[src/cvt_pkg.sv]
package cvt_pkg;

  // Register addresses; each 16-bit word is written at its low-byte address.
  localparam logic [7:0] CVT_CC_LOW_ADDR = 8'h02;
  localparam logic [7:0] CVT_CC_HIGH_ADDR = 8'h03;
  localparam logic [7:0] CVT_CV_LOW_ADDR = 8'h04;
  localparam logic [7:0] CVT_CV_HIGH_ADDR = 8'h05;

  // Charge voltage word layout: bit 15 reserved (invalid write), bits 14:3 code, bits 2:0 ignored.
  localparam int CVT_CV_WIDTH = 12;
  localparam int CVT_CV_LSB = 3;
  localparam int CVT_CV_MSB = 14;
  localparam int CVT_CV_RSVD_BIT = 15;
  localparam int CVT_CV_STEP_MV = 8;

  // Charge current word layout: bits 15:13 reserved (invalid write), bits 12:6 code, bits 5:0 ignored.
  localparam int CVT_CC_WIDTH = 7;
  localparam int CVT_CC_LSB = 6;
  localparam int CVT_CC_MSB = 12;
  localparam int CVT_CC_RSVD_LSB = 13;
  localparam int CVT_CC_STEP_MA = 64;

  // Accepted voltage range, 1024 mV to 19200 mV, as codes of 8 mV.
  localparam logic [11:0] CVT_CV_MIN_CODE = 12'h080;
  localparam logic [11:0] CVT_CV_MAX_CODE = 12'h960;

  // Power-on defaults for one to four cells: 4200, 8400, 12600 and 16800 mV.
  localparam logic [11:0] CVT_CV_DEF_1S = 12'h20D;
  localparam logic [11:0] CVT_CV_DEF_2S = 12'h41A;
  localparam logic [11:0] CVT_CV_DEF_3S = 12'h627;
  localparam logic [11:0] CVT_CV_DEF_4S = 12'h834;

  // Cell-count pin encodings.
  localparam logic [1:0] CVT_CELLS_1 = 2'h0;
  localparam logic [1:0] CVT_CELLS_2 = 2'h1;
  localparam logic [1:0] CVT_CELLS_3 = 2'h2;

  // Current clamps as 64 mA codes: 384 mA pre-charge, 2 A rounded down for one-cell early fast charge.
  localparam logic [6:0] CVT_PRE_CLAMP_CODE = 7'h06;
  localparam logic [6:0] CVT_FAST_CLAMP_CODE = 7'h1F;

  // One-cell battery thresholds in mV: 3000 mV leaves pre-charge, 3600 mV leaves linear mode.
  localparam logic [15:0] CVT_ONE_CELL_FAST_MV = 16'h0BB8;
  localparam logic [15:0] CVT_ONE_CELL_LINEAR_MV = 16'h0E10;

  localparam logic [15:0] CVT_ZERO_WORD = 16'h0000;

  typedef enum logic [1:0] {
    CVT_IDLE = 2'b00,
    CVT_PRECHARGE = 2'b01,
    CVT_FAST = 2'b10
  } cvt_phase_type;

  // One 16-bit register command from the serial front end.
  typedef struct packed {
    logic valid;
    logic [7:0] addr;
    logic [15:0] data;
  } cvt_wr_type;

endpackage : cvt_pkg

[src/cvt_charge_voltage_regs.sv]
`timescale 1ns/1ps

module cvt_charge_voltage_regs
  import cvt_pkg::*;
(
  input wire logic clk,
  input wire logic srst,
  input wire logic [1:0] cell_count_pin,
  input wire logic input_good_flag,
  input wire logic linear_pass_enable,
  input wire logic [15:0] battery_sense_mv,
  input wire logic [15:0] min_system_voltage_mv,
  input wire cvt_wr_type reg_wr,
  input wire logic [7:0] reg_rd_addr,
  output logic [15:0] reg_rd_data_reg,
  output logic [11:0] charge_voltage_target_reg,
  output logic [6:0] charge_current_target_reg,
  output logic [6:0] charge_current_limit_reg,
  output logic charge_enable_reg,
  output cvt_phase_type charge_phase_reg,
  output logic linear_pass_on_reg,
  output logic sys_at_min_reg
);

  // Default voltage code for the strapped cell count.
  function automatic logic [11:0] cv_default(input logic [1:0] cells);
    logic [11:0] code;
    code = CVT_CV_DEF_4S;
    if (cells == CVT_CELLS_1) begin
      code = CVT_CV_DEF_1S;
    end else if (cells == CVT_CELLS_2) begin
      code = CVT_CV_DEF_2S;
    end else if (cells == CVT_CELLS_3) begin
      code = CVT_CV_DEF_3S;
    end
    return code;
  endfunction : cv_default

  // Smaller of a requested current code and a clamp code.
  function automatic logic [6:0] clamp_code(input logic [6:0] req, input logic [6:0] lim);
    return (req > lim) ? lim : req;
  endfunction : clamp_code

  logic [11:0] cv_next;
  logic [6:0] cc_next;
  logic [6:0] limit_next;
  logic charge_en_next;
  cvt_phase_type phase_next;
  logic linear_next;
  logic sys_min_next;
  logic [15:0] rd_next;

  // Write decode works on the whole assembled word, never on a single byte.
  wire cv_wr = reg_wr.valid && (reg_wr.addr == CVT_CV_LOW_ADDR);
  wire cc_wr = reg_wr.valid && (reg_wr.addr == CVT_CC_LOW_ADDR);
  wire [11:0] cv_wr_code = reg_wr.data[CVT_CV_MSB:CVT_CV_LSB];
  wire cv_wr_zero = (reg_wr.data == CVT_ZERO_WORD);
  wire cv_wr_rsvd = reg_wr.data[CVT_CV_RSVD_BIT];
  wire cv_wr_in_range = (cv_wr_code >= CVT_CV_MIN_CODE) && (cv_wr_code <= CVT_CV_MAX_CODE);
  wire cv_accept = cv_wr && !cv_wr_zero && !cv_wr_rsvd && cv_wr_in_range;
  wire cv_force_cc_zero = cv_wr && cv_wr_zero;
  wire cc_wr_rsvd = |reg_wr.data[15:CVT_CC_RSVD_LSB];
  wire [6:0] cc_wr_code = reg_wr.data[CVT_CC_MSB:CVT_CC_LSB];
  wire cc_accept = cc_wr && !cc_wr_rsvd;
  wire one_cell = (cell_count_pin == CVT_CELLS_1);

  // Stored targets; a zero voltage write wins over a current write in the same cycle.
  assign cv_next = cv_accept ? cv_wr_code : charge_voltage_target_reg;
  assign cc_next = cv_force_cc_zero ? 7'h00 : (cc_accept ? cc_wr_code : charge_current_target_reg);

  // Charging needs good input power and a nonzero current; the voltage is whatever is stored, default included.
  assign charge_en_next = input_good_flag && (charge_current_target_reg != 7'h00);

  // Pre-charge ends at 3 V for one cell and at the minimum system voltage for larger packs.
  wire below_fast = one_cell ? (battery_sense_mv < CVT_ONE_CELL_FAST_MV)
                             : (battery_sense_mv < min_system_voltage_mv);
  wire below_linear_exit = battery_sense_mv < CVT_ONE_CELL_LINEAR_MV;
  assign phase_next = !charge_en_next ? CVT_IDLE : (below_fast ? CVT_PRECHARGE : CVT_FAST);

  // Current clamp and switch mode per phase; illegal phase codes cannot arise here.
  always_comb begin
    limit_next = 7'h00;
    linear_next = 1'b0;
    sys_min_next = 1'b0;
    unique case (phase_next)
      CVT_IDLE: begin
        limit_next = 7'h00;
      end
      CVT_PRECHARGE: begin
        limit_next = clamp_code(charge_current_target_reg, CVT_PRE_CLAMP_CODE);
        linear_next = linear_pass_enable;
        sys_min_next = !one_cell;
      end
      CVT_FAST: begin
        if (one_cell && below_linear_exit) begin
          limit_next = clamp_code(charge_current_target_reg, CVT_FAST_CLAMP_CODE);
          linear_next = linear_pass_enable;
        end else begin
          limit_next = charge_current_target_reg;
        end
      end
    endcase
  end

  // Read path: reserved bits always read back as zero.
  assign rd_next = (reg_rd_addr == CVT_CV_LOW_ADDR) ? {1'b0, charge_voltage_target_reg, 3'b000}
                 : (reg_rd_addr == CVT_CC_LOW_ADDR) ? {3'b000, charge_current_target_reg, 6'h00}
                 : CVT_ZERO_WORD;

  // Targets; reset loads the cell-count default and clears the current.
  always_ff @(posedge clk) begin
    if (srst) begin
      charge_voltage_target_reg <= cv_default(cell_count_pin);
      charge_current_target_reg <= 7'h00;
    end else begin
      charge_voltage_target_reg <= cv_next;
      charge_current_target_reg <= cc_next;
    end
  end

  // Regulation controls derived from the stored targets and battery state.
  always_ff @(posedge clk) begin
    if (srst) begin
      charge_enable_reg <= 1'b0;
      charge_phase_reg <= CVT_IDLE;
      charge_current_limit_reg <= 7'h00;
      linear_pass_on_reg <= 1'b0;
      sys_at_min_reg <= 1'b0;
      reg_rd_data_reg <= CVT_ZERO_WORD;
    end else begin
      charge_enable_reg <= charge_en_next;
      charge_phase_reg <= phase_next;
      charge_current_limit_reg <= limit_next;
      linear_pass_on_reg <= linear_next;
      sys_at_min_reg <= sys_min_next;
      reg_rd_data_reg <= rd_next;
    end
  end
endmodule : cvt_charge_voltage_regs

[config.mk]
export PLATFORM = sky130hd
export DESIGN_NAME = cvt_charge_voltage_regs
export DESIGN_NICKNAME = d
export VERILOG_FILES = /design/src/cvt_pkg.sv /design/src/cvt_charge_voltage_regs.sv
export SDC_FILE = /design/constraint.sdc
export NUM_CORES = 1
export LEC_CHECK = 0
export ABC_AREA = 1
export ABC_CLOCK_PERIOD_IN_PS = 1700
export BUFFER_PORTS_ARGS = -buffer_cell sky130_fd_sc_hd__buf_4
export CORE_ASPECT_RATIO = 1.4
export CORE_MARGIN = 1.5
export CORE_UTILIZATION = 41
export DETAILED_ROUTE_END_ITERATION = 8
export PLACE_DENSITY = 0.83
export SKIP_LAST_GASP = 1
export SLEW_MARGIN = 40
export SYNTH_ARGS = -nofsm -noshare
export SYNTH_HDL_FRONTEND = slang
export SYNTH_SLANG_ARGS = --single-unit
[constraint.sdc]
create_clock -name clk -period 1.7 [get_ports clk]
set_input_delay 0.34 -clock clk [delete_from_list [all_inputs] [get_ports clk]]
set_output_delay 0.34 -clock clk [all_outputs]
set_load 0.005 [all_outputs]
[Yosys cells after proc, flatten, opt, wreduce, memory -nomap -nowiden]
Index checks and enable logic that the tools add are counted.
Storage, ports and cells
  word-level logic and storage cells: 64
  output and inout port bits: 47
  register bits after elaboration: 47
Cells by class
  order comparisons: 7
  multiplexer cells: 16
  equality and inequality tests: 8
  bitwise operators: 1
  reductions and logical operators: 23
Operator list (count)
  $mux 12: 5
  $lt 16x12->1 const B: 2
  $mux 7: 3
  $pmux 7 s3: 1
  $eq 8x2->1 const B: 2
  $eq 8x3->1 const B: 2
  $logic_not 16->1: 1
  $lt 16x16->1: 1
  $mux 15: 1
  $mux 13: 1
  $ge 12x8->1 const B: 1
  $le 12x12->1 const B: 1
  $logic_and 1x1->1: 10
  $gt 7x3->1 const B: 1
  $gt 7x5->1 const B: 1
  $reduce_bool 7->1: 1
  $reduce_or 2->1: 3
  $eq 2x1->1 const B: 2
  $eq 2x2->1 const B: 2
  $logic_not 1->1: 4
  $logic_not 2->1: 2
  $mux 2: 2
  $reduce_or 3->1: 1
  $mux 1: 2
  other kinds (3): 3

[Longest topological paths before layout]
Gate-level depths: netlist (run 1).
  word-level depth: 7
  gate-level depth with buffers: 15

[Least setup slack after synthesis (run 1)]
No wires, ideal clock.
  path type: input to register
  from: input reg_wr[16] (netlist name)
  to: register charge_voltage_target_reg[0], enable pin
  path slack: -0.101 ns
  arrival: 1.421 ns
  stages: 5
  cell sequence: nor2_1 -> nand2_1 -> nor4_1 -> a31oi_1 -> nor2_1
On the way
  word-level cells in the longest chain between the ends: 6
RTL lines
  from (decl): line cvt_charge_voltage_regs.sv:13  | input wire cvt_wr_type reg_wr,
  $eq 8x3->1: line cvt_charge_voltage_regs.sv:54  | wire cv_wr = reg_wr.valid && (reg_wr.addr == CVT_CV_LOW_ADDR);
  $logic_and 1x1->1: line cvt_charge_voltage_regs.sv:54
  $logic_and 1x1->1 (3 in series): line cvt_charge_voltage_regs.sv:60  | wire cv_accept = cv_wr && !cv_wr_zero && !cv_wr_rsvd && cv_wr_in_range;
  $reduce_bool 2->1 (no line)
  to (signal assigned): line cvt_charge_voltage_regs.sv:113  | charge_voltage_target_reg <= cv_default(cell_count_pin);
  to (signal assigned): line cvt_charge_voltage_regs.sv:116  | charge_voltage_target_reg <= cv_next;
  to (decl): line cvt_charge_voltage_regs.sv:16  | output logic [11:0] charge_voltage_target_reg,
No other way between the ends.
A chain may end at the register's enable or synchronous reset.

[Worst setup path after layout (run 1)]
  from: input cell_count_pin[1]
  to: register charge_current_limit_reg[0]
On the way
  word-level cells in the longest chain between the ends: 6
RTL lines
  from (decl): line cvt_charge_voltage_regs.sv:8  | input wire logic [1:0] cell_count_pin,
  $logic_not 2->1 (*): line cvt_charge_voltage_regs.sv:65  | wire one_cell = (cell_count_pin == CVT_CELLS_1);
  $mux 1: line cvt_charge_voltage_regs.sv:75  | wire below_fast = one_cell ? (battery_sense_mv < CVT_ONE_CELL_FAST_MV)
  $mux 2 (2 in series): line cvt_charge_voltage_regs.sv:78  | assign phase_next = !charge_en_next ? CVT_IDLE : (below_fast ? CVT_PRECHARGE : CVT_FAST);
  $eq 2x2->1, or another cell as far along: line cvt_charge_voltage_regs.sv:85  | unique case (phase_next)
  $pmux 7 s3 (*): line cvt_charge_voltage_regs.sv:85
  to (signal assigned): line cvt_charge_voltage_regs.sv:133  | charge_current_limit_reg <= limit_next;
  to (decl): line cvt_charge_voltage_regs.sv:18  | output logic [6:0] charge_current_limit_reg,
Every way passes the cells marked *; elsewhere a longest branch is shown, timed or not.

==> results of run 1 <==
cell usage after synthesis, types with 2 or more instances:
library cell and number:
a21oi_1 24, a31oi_1 2, buf_4 4, clkbuf_1 2
dfxtp_1 31, edfxtp_1 12, ha_1 19, inv_1 50
nand2_1 64, nand2_2 4, nand2_4 2, nand3_1 10
nand4_1 5, nor2_1 29, nor3_1 4, nor3_2 3
nor4_1 3, o21ai_0 10, or2_0 3, or2_2 4
power breakdown:
group | total [uW] | internal [uW] | switching (uW)
registers | 1100 | 1090 | 17.1
clock network | 794 | 437 | 356
logic | 406 | 219 | 187
layout make-up:
type	instances	area, um^2
clock buffer	5	68.82
fill	494	2079
sequential	43	980.9
multi-input combinational	202	1159
timing repair buffer	125	950.9
tap	68	85.08
inverter	52	197.7
clock inverter	3	43.79
logic make-up (layout without fill, tap and decap cells):
logic type / Yosys count / after routing / synth area share [%]
fa+ha+maj: 19 / 19 / 10.01
compound gates: 40 / 40 / 9.532
other cells: 1 / 4 / 0.1578
buf+inv: 60 / 185 / 10.53
flops: 43 / 43 / 41.29
simple gates: 139 / 139 / 28.49
path summary, 6_finish.rpt:
path | from | to | slack (ns)
min reg2reg | charge_current_target_reg[0]$_SDFFE_PP0P_ | charge_current_target_reg[0]$_SDFFE_PP0P_ | 0.50
max | cell_count_pin[1] | charge_current_limit_reg[0]$_SDFF_PP0_ | 0.25
max reg2reg | charge_current_target_reg[3]$_SDFFE_PP0P_ | charge_current_limit_reg[3]$_SDFF_PP0_ | 0.33
min | linear_pass_enable | linear_pass_on_reg$_SDFF_PP0_ | 0.26
per-stage QoR:
stage | cell area, um^2 | setup WS, ns
finish | 3486 | 0.2530
global route | 3486 | 0.1011
CTS | 3486 | 0.2595
detailed placement | 3373 | -0.06713
global placement | 3373 | -0.01319
floorplan | 2390 | 0.07198
critical path, delay by kind of cell:
kind                     cells  cell delay (ns)
adder cells (fa/ha/maj)      1             0.25
buffers and inverters        2             0.18
AND/OR/NAND/NOR              5             0.74
AO/OA/AOI/OAI                1             0.15
per-layer routing:
layer  routed length, um  vias to the layer above
met1                2197                     1047
met5                   0                        -
li1                    -                     1211
met3                 338                       12
met2                3216                       90
met4                 137                        0
==> flow_summary_export.csv, run 1 <==
group,metric,value,unit
synth,avgSynthCellArea,7.868,um^2
synth,synth.distinct_cells,37,
floorplan,start_util,42.69,%
global_route,antenna_found_initial,0,
clocking,hold_buffers,0,
sta,finalSetupTns,0,ns
synth,synth_top_cell_area_share,26.12,%
synth,synth_edf_count,12,
worst_setup_path,critPathMaxFanout,4,
placed_design,gp_congestion,0.8474,
synth,synth_top_cell_by_area,"dfxtp_1",
route,drtIter0Drc,95,
synth,ys_seq_elements,43,
worst_setup_path,worstPathCellList,"buf_4 > inv_1 > ha_1 > nand2_1 > nor3_2 > nand3_1 > nand2_4 > nand3_1 > a21oi_1",
clocking,insertion_delay,0.30,ns
sta,fin_skew,0.005582,ns
worst_setup_path,rr_worst_depth,8,
cells_and_area,mostFrequentLayoutCells,"buf_4, nand2_1, inv_1",
power_and_ir_drop,vdd_drop_max,0.3198,mV
worst_setup_path,crit_path_frequent_cell,"nand3_1",
cells_and_area,final_common_cell,"buf_4",
sta,max_freq,691.1,MHz
worst_setup_path,cp.required,1.93,ns
hold_path,hold_path_class,"in -> reg",
synth,ys_seq_area_share,41.28,%
floorplan,die_area,6268,um^2
clocking,cts_root_buf,"clkbuf_8",
sta,drv_slew,0,
global_route,grt.busiest_layer,"met2",
worst_setup_path,crit_type,"in -> reg",
worst_setup_path,cp.arrival,1.68,ns
clocking,htree_num_levels,2,
route,via_per_inst,4.739,
global_route,grt_use_met3,2.527,%
cells_and_area,antennaDiodeCount,0,
cells_and_area,utilization,62.63,%
sta,rsz0062_at_grt,"no",
clocking,cts_tree,"built",
global_route,grt_max_degree,21,
synth,netlist_area,2376,um^2
synth,yosysWarnings,0,
clocking,cts_num_sinks,43,
sta,setup_viol,0,
route,drtPass1Iterations,4,
placed_design,dp_cells,490,
sta,whs,0.2600,ns
synth,async_flop_share,0,%
cells_and_area,nNetsFinal,519,
cells_and_area,drive_above_1_share,36.05,%
synth,synth_flop_cell,"dfxtp_1",
route,antenna_left,0,
clocking,path_clk_slew,0.08,ns
status,status,"finished clean",
placed_design,hpwl,4953,um
worst_setup_path,startpoint_type,"input port",
global_route,grt_pass1_vias,2252,
sta,fin_crit,1.447,ns
placed_design,port_buffers,113,
synth,yosys-top-cells-area,"dfxtp_1, edfxtp_1, nand2_1",
cells_and_area,fin_cells,498,
power_and_ir_drop,p_total,2304,uW
global_route,grt_overflow_total,0,
floorplan,core_area,5565,um^2
flow_run,drv_cap,0,
worst_setup_path,crit_slowest_cell,"ha_1",
sta,fin_crit_sh,85.12,%
global_route,grtUsageMet1,20.76,%
clocking,cts_buffers,5,
clocking,post-cts-setup-buffers,0,
global_route,grt_pass1_wl,9287,um
route,wl_per_cell,11.83,um
synth,synthCells,302,
floorplan,die_height,93.08,um
power_and_ir_drop,power_leakage,0.001789,uW
sta,finalHoldViolCount,0,
route,routed_wl,5889,um
worst_setup_path,critPathMaxStageDelay,0.25,ns
hold_path,worstHoldPathCells,3,
route,route.detailed.drc,0,
floorplan,rows,32,
power_and_ir_drop,power.density,661.0,nW/um^2
floorplan,io_pins,118,
global_route,grt_use_total,19.04,%
clocking,cts_buffer_depth,2,
clocking,cts-resized-gates,0,
cells_and_area,areaGrowthSynthToFinish,46.71,%
route,vias,2360,
floorplan,die_w,67.34,um
global_route,use_met2,34.57,%
worst_setup_path,worstSetupEndpointType,"register",
(Power assumes the default switching activity.)
==> inputs of run 2 (changes only) <==
- SETUP_SLACK_MARGIN: default -> 0.5
==> flow_summary_export.csv, run 2 (same netlist as run 1, synthesis figures left out) <==
group,metric,value,unit
worst_setup_path,worstSetupEndpointType,"register",
worst_setup_path,critPathMaxStageDelay,0.29,ns
power_and_ir_drop,p_comb_share,25.6,%
cells_and_area,areaGrowthSynthToFinish,85.47,%
sta,drv_slew,0,
route,antenna_left,0,
worst_setup_path,worstPathCellList,"buf_8 > ha_4 > nand2_4 > nor4_2 > nand2_1 > nand2_2 > buf_6 > nand4_1 > a21oi_1",
power_and_ir_drop,power_frac_seq,44.0,%
sta,fin_crit,1.491,ns
cells_and_area,final_common_cell,"buf_4",
cells_and_area,utilization,79.18,%
clocking,insertion_delay,0.29,ns
cells_and_area,drive_above_1_share,55.46,%
cells_and_area,antennaDiodeCount,0,
placed_design,gp_congestion,0.8461,
worst_setup_path,path_delay_family,"simple AND/OR/NAND/NOR gates",
clocking,path_clk_slew,0.08,ns
floorplan,io_pins,118,
power_and_ir_drop,p_switching,660.9,uW
placed_design,port_buffers,113,
floorplan,core_area,5565,um^2
cells_and_area,mostFrequentLayoutCells,"buf_4, nand2_1, inv_1",
clocking,cts_root_buf,"clkbuf_8",
worst_setup_path,crit_slowest_cell,"nor4_2",
route,wl_per_cell,14.93,um
sta,fin_crit_sh,87.68,%
power_and_ir_drop,p_int,1851,uW
worst_setup_path,critPathMaxFanout,3,
worst_setup_path,critical_path_buf_inv_count,2,
power_and_ir_drop,p_total,2512,uW
worst_setup_path,r2r-start,"charge_current_target_reg[3]$_SDFFE_PP0P_",
worst_setup_path,cp.arrival,1.71,ns
clocking,cts_buffers,5,
cells_and_area,nNetsFinal,547,
clocking,htree_num_levels,2,
route,via_per_inst,4.985,
floorplan,start_util,42.69,%
worst_setup_path,cp.required,1.92,ns
cells_and_area,fillers,348,
status,status,"finished clean",
hold_path,worstHoldPathCells,3,
global_route,grt_max_degree,21,
floorplan,die_w,67.34,um
clocking,cts_num_sinks,43,
sta,setup_viol,0,
hold_path,hp-start,"linear_pass_enable",
route,route.detailed.drc,0,
floorplan,die_height,93.08,um
global_route,grt_pass1_vias,2542,
hold_path,min_to,"linear_pass_on_reg$_SDFF_PP0_",
power_and_ir_drop,switching_share,26.31,%
floorplan,rows,32,
flow_run,drv_cap,0,
worst_setup_path,rr_worst_depth,7,
power_and_ir_drop,power.density,570.0,nW/um^2
global_route,grt_pass1_wl,11300,um
sta,rsz0062_at_grt,"yes",
clocking,cts_tree,"built",
route,routed_wl,7855,um
global_route,antenna_found_initial,0,
route,drtPass1Iterations,4,
global_route,grt_use_total,23.58,%
clocking,cts_buffer_depth,2,
worst_setup_path,startpoint_type,"input port",
power_and_ir_drop,clockPowerShare,30.4,%
global_route,grt_overflow_total,0,
sta,finalHoldViolCount,0,
route,drtIter0Drc,129,
sta,max_freq,670.9,MHz
power_and_ir_drop,power_leakage,0.002073,uW
worst_setup_path,r2r_end,"charge_current_limit_reg[1]$_SDFF_PP0_",
worst_setup_path,crit_type,"in -> reg",
hold_path,hold_path_class,"in -> reg",
power_and_ir_drop,vdd_drop_max,0.3080,mV
sta,fin_skew,0.005618,ns
worst_setup_path,ff2ff_setup_slack,0.31,ns
route,vias,2622,
placed_design,hpwl,4987,um
floorplan,die_area,6268,um^2
-- run 2: changes by cell type in the layout (fill, tap and decap cells not counted), moves of 12 or more --
cell | before | now
buf_6 | 0 | 30
ha_4 | 0 | 13
inv_1 | 50 | 34
ha_1 | 19 | 5
buf_4 | 124 | 112
-- run 2: through the flow --
stage	instances	TNS [ns]	setup slack, ns	instance area [um^2]	hold slack, ns
2_1_floorplan	305	0	0.2439	2591	0.4446
3_3_place_gp	487	-0.1080	-0.02472	3552	0.4798
3_5_place_dp	487	-0.9304	-0.1074	3552	0.4844
4_1_cts	507	0	0.3654	4116	0.2524
5_1_grt	526	0	0.2210	4407	0.2838
6_report	526	0	0.2094	4407	0.2655
-- run 2: layout make-up --
class	count	area [um^2]	area share [%]
Clock buffer	7	107.6	2.442
Clock inverter	1	5.005	0.1136
Timing Repair Buffer	152	1349	30.61
Tap cell	68	85.08	1.931
Multi-Input combinational cell	203	1614	36.63
Inverter	52	255.2	5.792
Sequential cell	43	991.0	22.49
-- run 2: worst max-delay path by stage --
stage | startpoint | to | slack (ns) | cells past startpoint
finish | battery_sense_mv[11] | charge_current_limit_reg[1]$_SDFF_PP0_ | 0.21 | 9
global route | min_system_voltage_mv[5] | linear_pass_on_reg$_SDFF_PP0_ | 0.22 | 14
CTS | battery_sense_mv[10] | linear_pass_on_reg$_SDFF_PP0_ | 0.37 | 11
detailed placement | cell_count_pin[1] | charge_current_limit_reg[4]$_SDFF_PP0_ | -0.11 | 10
global placement | cell_count_pin[1] | linear_pass_on_reg$_SDFF_PP0_ | -0.02 | 11
floorplan | min_system_voltage_mv[9] | linear_pass_on_reg$_SDFF_PP0_ | 0.24 | 11
-- run 2: metal layers --
metal / GRT usage, % / wire length [um]
met1: 24.20 / 2733
met2: 46.78 / 4519
met3: 3.730 / 492
met4: 6.633 / 110
met5: 0 / 0
-- run 2: power by group through the flow --
stage | clock network [uW] | registers [uW] | logic (uW)
2_1_floorplan | 0 | 1130 | 207
6_report | 763 | 1110 | 644
4_1_cts | 765 | 1100 | 559
3_3_place_gp | 0 | 1130 | 448
3_5_place_dp | 0 | 1130 | 462
5_1_grt | 804 | 1110 | 692
-- run 2: tightest hold or removal path, cell delays in order --
cell and delay (ns):
buf_4 0.09, nand3_2 0.06, inv_1 0.05
-- run 2: what timing repair did --
item                       4_1_cts  5_1_grt
setup endpoints to repair       35       53
hold buffers                     0        0
resized for setup               88       35
pin swaps                       41       14
cloned                           1        1
setup buffers                   11       18
==> inputs of run 3 (changes only) <==
- CORE_MARGIN: 1.5 -> default
==> flow_summary_export.csv, run 3 (same netlist as run 1, synthesis figures left out) <==
group,metric,value,unit
route,route.detailed.drc,1,
sta,setup_viol,0,
clocking,htree_num_levels,2,
power_and_ir_drop,clockPowerShare,25.8,%
global_route,antenna_found_initial,0,
sta,fin_skew,0.003853,ns
hold_path,hold_path_class,"in -> reg",
cells_and_area,fin_cells,513,
floorplan,start_util,42.69,%
clocking,hold_buffers,0,
sta,fin_crit_sh,85.29,%
cells_and_area,antennaDiodeCount,0,
power_and_ir_drop,switching_share,27.42,%
power_and_ir_drop,p_comb_share,27.2,%
flow_run,drv_cap,0,
power_and_ir_drop,power_leakage,0.001977,uW
floorplan,die_w,66.34,um
worst_setup_path,cp.arrival,1.67,ns
route,drtPass1Iterations,6,
clocking,cts_root_buf,"clkbuf_8",
floorplan,io_pins,118,
global_route,grt_overflow_total,0,
sta,drv_slew,0,
route,wl_per_cell,15.09,um
clocking,path_clk_slew,0.08,ns
sta,rsz0062_at_grt,"yes",
floorplan,core_area,5565,um^2
cells_and_area,fillers,363,
sta,finalHoldViolCount,0,
worst_setup_path,startpoint_type,"input port",
placed_design,port_buffers,113,
power_and_ir_drop,power.density,553.4,nW/um^2
floorplan,die_height,92.08,um
floorplan,rows,32,
clocking,cts_buffers,5,
clocking,cts_num_sinks,43,
clocking,cts_buffer_depth,2,
worst_setup_path,cp.required,1.92,ns
placed_design,dp_cells,485,
route,routed_wl,7741,um
worst_setup_path,crit_type,"in -> reg",
route,via_per_inst,5.053,
sta,max_freq,689.7,MHz
power_and_ir_drop,p_switching,646.3,uW
cells_and_area,drive_above_1_share,56.63,%
placed_design,hpwl,5155,um
worst_setup_path,critPathMaxFanout,4,
floorplan,die_area,6108,um^2
global_route,grt_use_total,23.72,%
worst_setup_path,worstSetupEndpointType,"register",
route,vias,2592,
power_and_ir_drop,power_frac_seq,46.9,%
status,status,"complete, but fails checks",
global_route,grt_pass1_vias,2642,
global_route,grt_max_degree,21,
power_and_ir_drop,p_int,1711,uW
route,drtIter0Drc,104,
worst_setup_path,ff2ff_setup_slack,0.32,ns
cells_and_area,areaGrowthSynthToFinish,79.25,%
placed_design,gp_congestion,0.8285,
power_and_ir_drop,vdd_drop_max,0.3596,mV
cells_and_area,nNetsFinal,534,
power_and_ir_drop,p_total,2357,uW
clocking,insertion_delay,0.29,ns
status,violations,"design-rule violations",
sta,fin_crit,1.450,ns
global_route,grt_pass1_wl,11210,um
clocking,cts_tree,"built",
cells_and_area,mostFrequentLayoutCells,"buf_4, nand2_1, inv_1",
route,antenna_left,0,
cells_and_area,final_common_cell,"buf_4",
==> run 3: cell types whose count changed in the layout (fill, tap and decap cells not counted), sizes merged <==
cell    delta
buf       -13
clkinv     +2
clkbuf     -2
==> run 3: per-stage QoR <==
step / hold WS [ns] / util (%) / area, um^2 / TNS, ns / setup slack, ns
2_1_floorplan: 0.4446 / - / 2591 / 0 / 0.2439
3_3_place_gp: 0.4786 / 63.56 / 3537 / -0.1795 / -0.03212
3_5_place_dp: 0.4825 / 63.56 / 3537 / -0.6669 / -0.08903
4_1_cts: 0.2729 / 71.43 / 3975 / 0 / 0.3566
5_1_grt: 0.2752 / 76.53 / 4259 / 0 / 0.1752
6_report: 0.2797 / 76.53 / 4259 / 0 / 0.2500
==> run 3: area by class of cell <==
type,count,area (um^2),area share [%]
Clock buffer,5,68.82,1.616
Sequential cell,43,989.7,23.24
Clock inverter,3,15.01,0.3525
Inverter,52,252.7,5.934
Tap cell,68,85.08,1.998
Timing Repair Buffer,139,1205,28.29
Multi-Input combinational cell,203,1643,38.57
==> run 3: critical path, stage by stage <==
cell	delay [ns]
buf_8	0.10
ha_4	0.26
nand2_2	0.06
nor4_2	0.30
nand2_1	0.11
nand2_2	0.11
nand2_4	0.09
inv_6	0.09
nand2_4	0.06
nor3_2	0.14
==> run 3: power groups by stage <==
stage | combinational, uW | clock [uW] | sequential (uW)
after floorplan | 207 | 0 | 1130
after global placement | 447 | 0 | 1130
after detailed placement | 465 | 0 | 1130
after CTS | 554 | 609 | 1100
after global routing | 692 | 650 | 1110
final | 642 | 609 | 1110
==> run 3: worst paths after layout <==
path / start / end / cells after the start
worst min-delay path: linear_pass_enable / linear_pass_on_reg$_SDFF_PP0_ / 3
worst min register to register: charge_current_target_reg[0]$_SDFFE_PP0P_ / charge_current_target_reg[0]$_SDFFE_PP0P_ / 2
worst max register to register: charge_current_target_reg[6]$_SDFFE_PP0P_ / charge_current_limit_reg[2]$_SDFF_PP0_ / 7
worst max-delay path: battery_sense_mv[11] / charge_current_limit_reg[6]$_SDFF_PP0_ / 10
==> run 3: timing repair <==
| item | 4_1_cts | 5_1_grt |
|---|---|---|
| pin swaps | 35 | 25 |
| setup endpoints to repair | 32 | 46 |
| setup buffers | 11 | 7 |
| gates resized for setup | 72 | 51 |
| gates cloned | 1 | 1 |
==> run 3: per-layer routing <==
layer	vias up	global-route usage (%)	wire [um]
met5	-	0	0
met3	29	4.229	469
met2	130	46.09	4471
li1	1248	-	-
met4	0	9.220	263
met1	1185	23.71	2537
